**config.mk**
```make
export PLATFORM = sky130hd
export DESIGN_NAME = frequency_element_bank
export DESIGN_NICKNAME = d
export VERILOG_FILES = /design/src/include/freq_bank_pkg.sv /design/src/hw/frequency_element_bank.sv
export SDC_FILE = /design/constraint.sdc
export NUM_CORES = 1
export LEC_CHECK = 0
export BUFFER_PORTS_ARGS = -buffer_cell sky130_fd_sc_hd__clkbuf_2
export CORE_UTILIZATION = 41
export DETAILED_ROUTE_END_ITERATION = 8
export PLACE_DENSITY_LB_ADDON = 0.2
export REMOVE_ABC_BUFFERS = 1
export SLEW_MARGIN = 30
export SYNTH_ARGS = -nofsm -noshare
export SYNTH_HDL_FRONTEND = slang
export SYNTH_SLANG_ARGS = --single-unit
```
**constraint.sdc**
```tcl
create_clock -name clk -period 4.2 [get_ports clk]
set_input_delay 0.84 -clock clk [delete_from_list [all_inputs] [get_ports clk]]
set_output_delay 0.84 -clock clk [all_outputs]
set_load 0.05 [all_outputs]
```
**src/include/freq_bank_pkg.sv**
```systemverilog
// Package for the frequency element bank: register map, field layout,
// reset values, setting limits and the carrier structs.
// Assumes a 32-bit AXI4-Lite register bus and a same-clock measurement front end.
package freq_bank_pkg;

    localparam int          NUM_ELEM     = 6;
    localparam int          ADDR_W       = 8;

    // Register byte offsets
    localparam logic [7:0]  OFF_CTRL     = 8'h00;
    localparam logic [7:0]  OFF_UV_PICK  = 8'h04;
    localparam logic [7:0]  OFF_STATUS   = 8'h08;
    localparam logic [7:0]  OFF_IRQ_STAT = 8'h0C;
    localparam logic [7:0]  OFF_IRQ_EN   = 8'h10;
    localparam logic [7:0]  OFF_IRQ_CLR  = 8'h14;
    localparam logic [7:0]  OFF_ELEM     = 8'h20;
    localparam logic [7:0]  ELEM_STRIDE  = 8'h08;
    localparam logic [7:0]  OFF_ELEM_END = 8'h50;
    localparam int          ELEM_SHIFT   = 3;
    localparam int          ELEM_SEL_BIT = 2;

    // Control fields
    localparam int          CTRL_CNT_LSB = 0;
    localparam int          CTRL_NOM_BIT = 3;
    localparam logic [2:0]  CNT_RST      = 3'h0;
    localparam logic [2:0]  CNT_MAX      = 3'h6;

    // Status fields
    localparam int          ST_INST_LSB  = 0;
    localparam int          ST_TIMED_LSB = 8;
    localparam int          ST_UV_BIT    = 16;
    localparam int          IRQ_UV_BIT   = 6;
    localparam int          IRQ_W        = 7;

    // Frequency in 0.01 Hz, voltage in 1 V, delay in quarter cycles
    localparam logic [15:0] NOM_60_CHZ   = 16'h1770;
    localparam logic [15:0] NOM_50_CHZ   = 16'h1388;
    localparam logic [15:0] PICK_OFF     = 16'h0000;
    localparam logic [15:0] PICK_MIN_CHZ = 16'h0FAA;
    localparam logic [15:0] PICK_MAX_CHZ = 16'h1B4E;
    localparam logic [15:0] UV_MIN_V     = 16'h0037;
    localparam logic [15:0] UV_MAX_V     = 16'h0190;
    localparam logic [15:0] DLY_MIN_QC   = 16'h0014;
    localparam logic [15:0] DLY_MAX_QC   = 16'hFA00;

    localparam logic [1:0]  RESP_OKAY    = 2'h0;
    localparam logic [1:0]  RESP_SLVERR  = 2'h2;

    typedef struct packed {
        logic [15:0] freq_va_chz;
        logic [15:0] volt_va;
        logic        qcyc_tick;
    } meas_t;

    typedef struct packed {
        logic [NUM_ELEM-1:0] inst;
        logic [NUM_ELEM-1:0] timed;
        logic                uv_block;
    } flags_t;

endpackage

```
**src/hw/frequency_element_bank.sv**
```systemverilog
// Frequency element bank: six over/under frequency elements with delay
// timers, an undervoltage block, AXI4-Lite settings and an interrupt.
// Assumes meas comes from same-clock logic and qcyc_tick pulses once per
// quarter power-system cycle.
`timescale 1ns/10ps
module frequency_element_bank
    import freq_bank_pkg::*;
(
    // Clock and reset
    input  wire logic              clk,
    input  wire logic              arst_n,
    // Measurement front end
    input  wire meas_t             meas,
    // Status to control logic
    output flags_t                 flags,
    output logic                   irq,
    // AXI4-Lite write
    input  wire logic [ADDR_W-1:0] s_axi_awaddr,
    input  wire logic              s_axi_awvalid,
    output logic                   s_axi_awready,
    input  wire logic [31:0]       s_axi_wdata,
    input  wire logic [3:0]        s_axi_wstrb,
    input  wire logic              s_axi_wvalid,
    output logic                   s_axi_wready,
    output logic [1:0]             s_axi_bresp,
    output logic                   s_axi_bvalid,
    input  wire logic              s_axi_bready,
    // AXI4-Lite read
    input  wire logic [ADDR_W-1:0] s_axi_araddr,
    input  wire logic              s_axi_arvalid,
    output logic                   s_axi_arready,
    output logic [31:0]            s_axi_rdata,
    output logic [1:0]             s_axi_rresp,
    output logic                   s_axi_rvalid,
    input  wire logic              s_axi_rready
);

    logic [2:0]          cnt_q;
    logic                nom50_q;
    logic [15:0]         uv_pick_q;
    logic [15:0]         pick_q [NUM_ELEM];
    logic [15:0]         dly_q  [NUM_ELEM];
    logic [15:0]         tmr_q  [NUM_ELEM];
    logic [NUM_ELEM-1:0] inst_q;
    logic [NUM_ELEM-1:0] timed_q;
    logic                uv_q;
    logic [IRQ_W-1:0]    irq_stat_q;
    logic [IRQ_W-1:0]    irq_en_q;
    logic                irq_q;
    logic [15:0]         nominal;
    logic                uv_cond;
    logic [NUM_ELEM-1:0] inst_d;
    logic [NUM_ELEM-1:0] timed_d;

    // Write channel holding
    logic [ADDR_W-1:0]   awaddr_q;
    logic                aw_held_q;
    logic [31:0]         wdata_q;
    logic [3:0]          wstrb_q;
    logic                w_held_q;
    logic                bvalid_q;
    logic [1:0]          bresp_q;
    logic                rvalid_q;
    logic [31:0]         rdata_q;
    logic [1:0]          rresp_q;
    logic                wr_fire;
    logic                wr_ok;
    logic [31:0]         rd_val;
    logic                rd_ok;
    logic [15:0]         wr16;
    logic [31:0]         wr_old;
    logic [31:0]         wr_new;
    logic [2:0]          wr_idx;
    logic [2:0]          rd_idx;

    function automatic logic [31:0] merge(input logic [31:0] old, input logic [31:0] nw,
                                          input logic [3:0] strb);
        logic [31:0] r;
        r = old;
        for (int b = 0; b < 4; b++) begin
            if (strb[b]) begin
                r[b*8 +: 8] = nw[b*8 +: 8];
            end
        end
        return r;
    endfunction

    assign nominal = nom50_q ? NOM_50_CHZ : NOM_60_CHZ;
    assign uv_cond = (uv_pick_q != PICK_OFF) && (meas.volt_va < uv_pick_q);

    // Per-element compare and timer
    generate
        for (genvar i = 0; i < NUM_ELEM; i++) begin : g_elem
            logic active;
            logic over;
            logic cond;
            assign active = (3'(i) < cnt_q) && (pick_q[i] != PICK_OFF);
            assign over   = pick_q[i] >= nominal;
            // Phase A frequency is the only measured input
            assign cond   = over ? (meas.freq_va_chz > pick_q[i])
                                 : (meas.freq_va_chz <= pick_q[i]);
            assign inst_d[i] = active && !uv_cond && cond;
            assign timed_d[i] = inst_d[i] && (tmr_q[i] >= dly_q[i]);

            always_ff @(posedge clk or negedge arst_n) begin
                if (!arst_n) begin
                    tmr_q[i] <= 16'h0000;
                end else if (!inst_d[i]) begin
                    tmr_q[i] <= 16'h0000;
                end else if (meas.qcyc_tick && tmr_q[i] < dly_q[i]) begin
                    tmr_q[i] <= tmr_q[i] + 16'h0001;
                end
            end

            always_ff @(posedge clk or negedge arst_n) begin
                if (!arst_n) begin
                    inst_q[i]  <= 1'b0;
                    timed_q[i] <= 1'b0;
                end else begin
                    inst_q[i]  <= inst_d[i];
                    timed_q[i] <= timed_d[i];
                end
            end

        end
    endgenerate

    always_ff @(posedge clk or negedge arst_n) begin
        if (!arst_n) begin
            uv_q <= 1'b0;
        end else begin
            uv_q <= uv_cond;
        end
    end

    assign flags = '{inst: inst_q, timed: timed_q, uv_block: uv_q};

    // Interrupt: set wins over a clear in the same cycle
    logic [IRQ_W-1:0] irq_ev;
    logic [IRQ_W-1:0] irq_clr;
    // Events are rising edges only, so a standing flag cannot refill status
    assign irq_ev  = {uv_cond && !uv_q, timed_d & ~timed_q};
    assign irq_clr = (wr_fire && awaddr_q == OFF_IRQ_CLR) ? wr_new[IRQ_W-1:0] : '0;

    always_ff @(posedge clk or negedge arst_n) begin
        if (!arst_n) begin
            irq_stat_q <= '0;
            irq_q      <= 1'b0;
        end else begin
            irq_stat_q <= (irq_stat_q & ~irq_clr) | irq_ev;
            irq_q      <= |(irq_stat_q & irq_en_q);
        end
    end
    assign irq = irq_q;

    // Register writes, ranges checked before the value is taken
    assign wr_fire = aw_held_q && w_held_q && !bvalid_q;
    assign wr_idx  = 3'((awaddr_q - OFF_ELEM) >> ELEM_SHIFT);
    always_comb begin
        wr_old = 32'h0;
        wr_ok  = 1'b1;
        if (awaddr_q == OFF_CTRL) begin
            wr_old = {28'h0, nom50_q, cnt_q};
        end else if (awaddr_q == OFF_UV_PICK) begin
            wr_old = {16'h0, uv_pick_q};
        end else if (awaddr_q == OFF_IRQ_EN) begin
            wr_old = {25'h0, irq_en_q};
        end else if (awaddr_q == OFF_IRQ_CLR || awaddr_q == OFF_STATUS
                     || awaddr_q == OFF_IRQ_STAT) begin
            wr_old = 32'h0;
        end else if (awaddr_q >= OFF_ELEM && awaddr_q < OFF_ELEM_END
                     && awaddr_q[1:0] == 2'h0) begin
            wr_old = {16'h0, awaddr_q[ELEM_SEL_BIT] ? dly_q[wr_idx] : pick_q[wr_idx]};
        end else begin
            wr_ok = 1'b0;
        end
    end
    // Clear register merges onto zero, so wr_new is also the clear mask
    assign wr_new = merge(wr_old, wdata_q, wstrb_q);
    assign wr16   = wr_new[15:0];

    always_ff @(posedge clk or negedge arst_n) begin
        if (!arst_n) begin
            cnt_q     <= CNT_RST;
            nom50_q   <= 1'b0;
            uv_pick_q <= PICK_OFF;
            irq_en_q  <= '0;
            for (int k = 0; k < NUM_ELEM; k++) begin
                pick_q[k] <= PICK_OFF;
                dly_q[k]  <= DLY_MIN_QC;
            end
        end else if (wr_fire && wr_ok) begin
            if (awaddr_q == OFF_CTRL) begin
                nom50_q <= wr16[CTRL_NOM_BIT];
                if (wr16[CTRL_CNT_LSB +: 3] <= CNT_MAX) begin
                    cnt_q <= wr16[CTRL_CNT_LSB +: 3];
                end
            end else if (awaddr_q == OFF_UV_PICK) begin
                if (wr16 == PICK_OFF || (wr16 >= UV_MIN_V && wr16 <= UV_MAX_V)) begin
                    uv_pick_q <= wr16;
                end
            end else if (awaddr_q == OFF_IRQ_EN) begin
                irq_en_q <= wr16[IRQ_W-1:0];
            end else if (awaddr_q >= OFF_ELEM && awaddr_q < OFF_ELEM_END) begin
                if (awaddr_q[ELEM_SEL_BIT]) begin
                    if (wr16 >= DLY_MIN_QC && wr16 <= DLY_MAX_QC) begin
                        dly_q[wr_idx] <= wr16;
                    end
                end else if (wr16 == PICK_OFF
                             || (wr16 >= PICK_MIN_CHZ && wr16 <= PICK_MAX_CHZ)) begin
                    pick_q[wr_idx] <= wr16;
                end
            end
        end
    end

    // Write channel: address and data taken in either order
    always_ff @(posedge clk or negedge arst_n) begin
        if (!arst_n) begin
            aw_held_q <= 1'b0;
            w_held_q  <= 1'b0;
            awaddr_q  <= '0;
            wdata_q   <= 32'h0;
            wstrb_q   <= 4'h0;
            bvalid_q  <= 1'b0;
            bresp_q   <= RESP_OKAY;
        end else begin
            if (s_axi_awvalid && s_axi_awready) begin
                aw_held_q <= 1'b1;
                awaddr_q  <= s_axi_awaddr;
            end
            if (s_axi_wvalid && s_axi_wready) begin
                w_held_q <= 1'b1;
                wdata_q  <= s_axi_wdata;
                wstrb_q  <= s_axi_wstrb;
            end
            if (wr_fire) begin
                aw_held_q <= 1'b0;
                w_held_q  <= 1'b0;
                bvalid_q  <= 1'b1;
                bresp_q   <= wr_ok ? RESP_OKAY : RESP_SLVERR;
            end else if (s_axi_bready) begin
                bvalid_q <= 1'b0;
            end
        end
    end
    assign s_axi_awready = !aw_held_q && !bvalid_q;
    assign s_axi_wready  = !w_held_q && !bvalid_q;
    assign s_axi_bvalid  = bvalid_q;
    assign s_axi_bresp   = bresp_q;

    // Read channel; a read never disturbs sticky state
    assign rd_idx = 3'((s_axi_araddr - OFF_ELEM) >> ELEM_SHIFT);
    always_comb begin
        rd_val = 32'h0;
        rd_ok  = 1'b1;
        if (s_axi_araddr == OFF_CTRL) begin
            rd_val = {28'h0, nom50_q, cnt_q};
        end else if (s_axi_araddr == OFF_UV_PICK) begin
            rd_val = {16'h0, uv_pick_q};
        end else if (s_axi_araddr == OFF_STATUS) begin
            rd_val[ST_INST_LSB +: NUM_ELEM]  = inst_q;
            rd_val[ST_TIMED_LSB +: NUM_ELEM] = timed_q;
            rd_val[ST_UV_BIT]                = uv_q;
        end else if (s_axi_araddr == OFF_IRQ_STAT) begin
            rd_val = {25'h0, irq_stat_q};
        end else if (s_axi_araddr == OFF_IRQ_EN) begin
            rd_val = {25'h0, irq_en_q};
        end else if (s_axi_araddr == OFF_IRQ_CLR) begin
            rd_val = 32'h0;
        end else if (s_axi_araddr >= OFF_ELEM && s_axi_araddr < OFF_ELEM_END
                     && s_axi_araddr[1:0] == 2'h0) begin
            rd_val = {16'h0, s_axi_araddr[ELEM_SEL_BIT] ? dly_q[rd_idx] : pick_q[rd_idx]};
        end else begin
            rd_ok = 1'b0;
        end
    end

    always_ff @(posedge clk or negedge arst_n) begin
        if (!arst_n) begin
            rvalid_q <= 1'b0;
            rdata_q  <= 32'h0;
            rresp_q  <= RESP_OKAY;
        end else if (s_axi_arvalid && s_axi_arready) begin
            rvalid_q <= 1'b1;
            rdata_q  <= rd_val;
            rresp_q  <= rd_ok ? RESP_OKAY : RESP_SLVERR;
        end else if (s_axi_rready) begin
            rvalid_q <= 1'b0;
        end
    end
    assign s_axi_arready = !rvalid_q;
    assign s_axi_rvalid  = rvalid_q;
    assign s_axi_rdata   = rdata_q;
    assign s_axi_rresp   = rresp_q;

endmodule // frequency_element_bank

```
# == After elaboration in Yosys (flattened, before gate mapping) ==
# Cells that the tools add are included.
# word_totals
register_bits,402
in_bits,92
output_inout_bits,55
wordCells,295
# classes
addsub,8
magnitude_cmp,51
n_eq_ne,16
mux,79
bitwise,12
reduce_logical,82
# op_table
op,count
two-way mux 16 bit,32
binary-select mux 16 bit (select 3 bit),4
bitwise mux 96 bit,2
less-than comparator 16 bit,7
nonzero test 16 bit,7
adder 16 x 1 -> 16 bit (second input constant),6
>= comparator 16 x 13 -> 1 bit,6
>= comparator 16 bit,6
> comparator 16 bit,6
less-or-equal comparator 16 bit,6
two-way mux 32 bit,2
logical AND 1 bit,49
demux 16 bit (select 3 bit),1
equality test 8 x 4 -> 1 bit (second input constant),4
equality test 8 x 5 -> 1 bit (second input constant),4
two-way mux 1 bit,27
equality test 8 x 3 -> 1 bit (second input constant),2
>= comparator 16 x 12 -> 1 bit (second input constant),1
>= comparator 16 x 5 -> 1 bit (second input constant),1
>= comparator 16 x 6 -> 1 bit (second input constant),1
>= comparator 8 x 6 -> 1 bit (second input constant),2
less-or-equal comparator 16 x 13 -> 1 bit (second input constant),1
less-or-equal comparator 16 bit (second input constant),1
less-or-equal comparator 16 x 9 -> 1 bit (second input constant),1
33 further kinds,69

# == Longest topological paths before layout ==
# depth
word_depth,16
mapped_depth,16
mapped_depth_nobuf,12

# == Worst setup path before layout ==
# OpenSTA, ideal clock, no wires.
# synth_timing
kind,flip-flop to flip-flop
start,register dly_q[2] (netlist bit)
end,register tmr_q[10] (netlist bit)
setup_ns,0.132
arrival_time_ns,3.303
required_time_ns,4.068
setup_slack_ns,0.766
stages_incl_launch_ff,14
n_path_buf,1
period_less_slack_ns,3.434
path_cell_list,dfstp_2 -> inv_1 -> ha_1 -> a21o_1 -> a21o_1 -> a211o_1 -> a21o_1 -> a21o_1 -> a21o_1 -> a2111oi_0 -> clkbuf_1 -> nand4_1 -> xor2_1 -> nor2_1
# synth_between
elab_chain_len,3
# synth_lines
item,line,text
"start, declared",frequency_element_bank.sv:42,logic [15:0] dly_q [NUM_ELEM];
"start signal, assigned by index",frequency_element_bank.sv:207,dly_q[wr_idx] <= wr16;
less-than comparator 16 bit,frequency_element_bank.sv:110,end else if (meas.qcyc_tick && tmr_q[i] < dly_q[i]) begin
logical AND 1 bit,frequency_element_bank.sv:110,
!= test 2 x 1 -> 1 bit (no source line),--,
"end signal, assigned by index",frequency_element_bank.sv:111,tmr_q[i] <= tmr_q[i] + 16'h0001;
"end, declared",frequency_element_bank.sv:43,logic [15:0] tmr_q [NUM_ELEM];
# No other way between the ends.
# A chain may end at the register's enable or synchronous reset.

# == Worst setup path in the final report ==
# layout_timing
start,register awaddr_q[3]
end,register pick_q[72] (netlist bit)
# layout_between
elab_chain_len,16
elab_cells_between_ends,49
cone_classes,1 x add/sub; 6 x order compare; 5 x eq/ne; 22 x mux; 4 x bitwise; 11 x reduce/logical
# layout_lines
item,line,text
"start, declared",frequency_element_bank.sv:56,logic [ADDR_W-1:0] awaddr_q;
"start signal, assigned",frequency_element_bank.sv:230,awaddr_q <= s_axi_awaddr;
subtractor 6 bit,frequency_element_bank.sv:158,assign wr_idx = 3'((awaddr_q - OFF_ELEM) >> ELEM_SHIFT);
inverter 3 -> 4 bit (implied by the code),"frequency_element_bank.sv:173, frequency_element_bank.sv:211",
binary-select mux 16 bit (select 3 bit),frequency_element_bank.sv:173,"wr_old = {16'h0, awaddr_q[ELEM_SEL_BIT] ? dly_q[wr_idx] : pick_q[wr_idx]};"
two-way mux 16 bit (implied by the code) (2 in a row),frequency_element_bank.sv:173,
two-way mux 16 bit,frequency_element_bank.sv:173,
two-way mux 16 bit,frequency_element_bank.sv:171,end else if (awaddr_q >= OFF_ELEM && awaddr_q < OFF_ELEM_END
two-way mux 16 bit,frequency_element_bank.sv:168,end else if (awaddr_q == OFF_IRQ_CLR || awaddr_q == OFF_STATUS
two-way mux 16 bit,frequency_element_bank.sv:166,end else if (awaddr_q == OFF_IRQ_EN) begin
two-way mux 16 bit,frequency_element_bank.sv:164,end else if (awaddr_q == OFF_UV_PICK) begin
two-way mux 16 bit,frequency_element_bank.sv:162,if (awaddr_q == OFF_CTRL) begin
two-way mux 8 bit,frequency_element_bank.sv:81,if (strb[b]) begin
>= comparator 16 x 12 -> 1 bit / less-or-equal comparator 16 x 13 -> 1 bit (equally long branches),frequency_element_bank.sv:210,|| (wr16 >= PICK_MIN_CHZ && wr16 <= PICK_MAX_CHZ)) begin
logical AND 1 bit,frequency_element_bank.sv:210,
logical OR 1 bit,frequency_element_bank.sv:210,
AND reduction 7 bit (no source line),--,
"end signal, assigned by index",frequency_element_bank.sv:211,pick_q[wr_idx] <= wr16;
"end, declared",frequency_element_bank.sv:41,logic [15:0] pick_q [NUM_ELEM];
# Several ways; a longest one is shown, not always the timed one. The select of a mux whose other input is x is not followed.

==> summary.md <==
| Metric | Value |
|---|---|
| Pin count of the biggest net entering global routing | `121` |
| Worst Path Class, Setup | `reg -> reg` |
| Warnings, synthesis | `0` |
| Die height | `256.0 µm` |
| Layout cells sized above 1 | `0.1823` |
| Simple-Gate Fraction of Synth Area | `0.1459` |
| Grt total ovfl | `0` |
| Initial Utilization | `0.4171` |
| Die area | `65,550 µm²` |
| Met3 usage | `0.05159` |
| Worst EP arrival | `4.48 ns` |
| Largest family of logic cells by synthesized area | `compound AO/OA/AOI/OAI gates` |
| VDD IR max | `384.7 µV` |
| Max FO, Critical Path | `14` |
| Core Box Area | `63,430 µm²` |
| Outcome | `finished, final reports clean` |
| RSZ-0062 raised after global routing | `no` |
| Synthesized area | `26,460 µm²` |
| Combinational power share | `0.383` |
| Met1 Track Usage GR | `0.4220` |
| Max-slew headroom | `0.3288` |
| Final Non-Filler Cells | `3,847` |
| Diode count | `0` |
| Clk_lat worst skew | `0.61 ns` |
| Hpwl dp | `77.31 mm` |
| CTS buffer count | `46` |
| Final Hold Vio Count | `0` |
| DR pass1 iterations | `5` |
| Register share of total power | `0.314` |
| Hold Path Class | `in -> async` |
| Worst-Margin Slew | `1.007 ns` |
| Pins over their slew limit | `0` |
| Leakage | `0.01392 µW` |
| Via/cell ratio | `5.960` |
| IO Pins | `147` |
| First-pass GRT wire length | `148.3 mm` |
| GR peak layer | `met2` |
| Synth area leader | `dfrtp_1` |
| Post-synth EDFFs | `0` |
| Post-synth top area share | `0.3528` |
| Synth Area in Compound Gates | `0.1514` |
| Layout Utilization | `0.4841` |
| CTS tree | `yes` |
| GR Util met2 | `0.4705` |
| Mapped Cells | `2,748` |
| Final total power | `13,840 µW` |
| Synth Area in XOR/XNOR | `0.02880` |
| Wire length per cell after detailed routing | `25.84 µm` |
| Clock slew at reported path FFs | `0.06 ns` |
| DR vias | `22.93k` |
| Total track usage | `0.3020` |
| Ys async rst share | `1.000` |
| DR DRC count | `0` |
| Final setup violation count | `0` |
| Mux contribution to synthesized area | `0.1291` |
| Deepest clock path buffer count | `3` |
| Clock Skews | `0.01381 ns` |
| Initial drt markers | `2,195` |
| Synth Area in Adders | `0.1178` |
| Final Critical Period | `3.986 ns` |
| Crit start category | `register` |
| Placed cells | `3,760` |
| Final ANT Viol Nets | `0` |
| Psw | `5475 µW` |
| Max-cap violations | `0` |
| Seq/Total Area, Yosys | `0.3647` |
| GPL Wtd Cong | `0.9935` |
| Tcrit/Tclk final | `0.9491` |
| CP Capture Type | `register` |
| Design internal power | `8364 µW` |
| Mean Syn Cell Area | `9.627 µm²` |
| TNS Setup | `0 ns` |
| Floorplan row count | `92` |
| Area growth from synthesis to layout | `16.06%` |
| Most common cell after layout, fill and taps aside | `dfrtp_1` |
| Power per cell area | `450.8 nW/µm²` |
| PortBufs | `111` |
| Vias in the first global route | `22.60k` |
| Main synth FF type | `dfrtp_1` |
| Critical Path RT | `4.69 ns` |
| # hold bufs at CTS | `0` |
| Chip width | `256.0 µm` |
| Post-synthesis register bit count | `385` |
| Dominant cells by area after synthesis | `dfrtp_1, ha_1, mux2i_1` |
| Commonest non-fill, non-tap cells in the layout | `dfrtp_1, ha_1, inv_1` |
| Switching part of the total | `0.3956` |
| CTS H-tree lvls | `2` |
| Post-Route WL | `99.40 mm` |
| Pre-CTS setup slack | `0.2240 ns` |
| Worst setup margin | `0.2138 ns` |
| # clock sinks | `385` |
| Fillcell total | `5,966` |
| Clock power share | `0.303` |
| Initial antenna violation count | `3` |
| Final nets | `3,305` |
| Clock root cell | `clkbuf_16` |
| Yosys cell types | `101` |
| Fmax | `250.9 MHz` |
-- kinds of logic after synthesis --
logic type / count (synthesis)
buffers and inverters: 386
multiplexers: 276
other: 1
AO/OA/AOI/OAI: 609
adder cells (fa/ha/maj): 249
XOR/XNOR: 87
AND/OR/NAND/NOR: 755
flip-flops: 385
-- through the flow --
stage	cell area (µm²)	hold slack [ns]
global placement	29110	0.4559
finish	30700	0.1499
floorplan	25780	0.4667
detailed placement	29110	0.4714
CTS	30690	0.1524
global route	30700	0.1714
-- worst paths after layout --
path / startpoint / to / slack [ns] / cells past startpoint
min in group clk: s_axi_rready / s_axi_rvalid$_DFFE_PN0P_ / 0.41 / 2
max reg2reg: awaddr_q[3]$_DFFE_PN0P_ / pick_q[72]$_DFFE_PN0P_ / 0.21 / 13
max in group asynchronous: arst_n / tmr_q[70]$_DFFE_PN0P_ / 3.01 / 2
min reg2reg: s_axi_rdata[16]$_DFFE_PN0P_ / s_axi_rdata[16]$_DFFE_PN0P_ / 0.48 / 2
max: awaddr_q[3]$_DFFE_PN0P_ / pick_q[72]$_DFFE_PN0P_ / 0.21 / 13
min: arst_n / wdata_q[7]$_DFFE_PN0P_ / 0.15 / 1
-- sequential cells by signal, summed over array words and instances, names as in the netlist --
signal	count
aw_held_q	1
awaddr_q	8
cnt_q	3
dly_q	96
flags	12
irq	1
irq_en_q	7
irq_stat_q	7
nom50_q	1
pick_q	96
s_axi_bresp	1
s_axi_bvalid	1
s_axi_rdata	17
s_axi_rresp	1
s_axi_rvalid	1
tmr_q	96
uv_pick_q	16
uv_q	1
w_held_q	1
wdata_q	16
wstrb_q	2
-- worst max-delay path: stages, from the launching register on --
cell	delay, ns
dfrtp_4	0.55
mux4_2	0.55
a221oi_1	0.31
buf_4	0.19
o21ai_0	0.11
a32o_2	0.30
nor4_4	0.35
and3_1	0.22
nand3_1	0.11
and3_1	0.25
buf_12	0.16
nor4_4	0.19
buf_12	0.21
mux2_2	0.35
-- layout make-up --
type	instances	area, µm²	area share
multi-input combinational	1993	15250	0.4966
inverter	244	915.9	0.02983
sequential	385	9657	0.3145
clock buffer	77	1459	0.04752
clock inverter	8	112.6	0.003668
timing repair buffer	294	2255	0.07343
tap	846	1059	0.03448
-- synth_stat cells (all sizes together) (6+ instances only) --
library cell / n
a2111oi: 12
a21o: 89
a21oi: 100
a221o: 6
a221oi: 16
a22oi: 9
a31oi: 8
and2: 18
and3: 36
and4: 6
buf: 55
clkbuf: 87
dfrtp: 373
dfstp: 12
ha: 249
inv: 244
mux2: 81
mux2i: 151
mux4: 44
nand2: 175
nand2b: 14
nand3: 47
nand4: 87
nor2: 204
nor2b: 15
nor3: 70
nor3b: 9
nor4: 30
o2111ai: 6
o211ai: 11
o21a: 30
o21ai: 199
o21bai: 17
o22ai: 37
o2bb2ai: 12
o31ai: 16
or3: 15
or4: 8
xnor2: 29
xor2: 58
-- metal layers --
| metal | vias up | share of wire |
|---|---|---|
| li1 | 10340 | - |
| met1 | 11440 | 0.44 |
| met3 | 186 | 0.078 |
| met2 | 961 | 0.45 |
| met4 | 2 | 0.037 |
| met5 | - | 0.00013 |
-- power by group through the flow --
stage | clock network [µW] | logic [µW] | registers (µW)
floorplan | 0 | 2440 | 4540
global placement | 0 | 5110 | 4390
finish | 4190 | 5300 | 4350
global route | 4400 | 5550 | 4360
detailed placement | 0 | 5170 | 4390
CTS | 4240 | 5190 | 4330
-- timing repair --
action | 4_1_cts | 5_1_grt
resized for setup | 0 | 1
setup buffers | 0 | 2
setup endpoints to repair | 0 | 11
(Power assumes the default switching activity.)
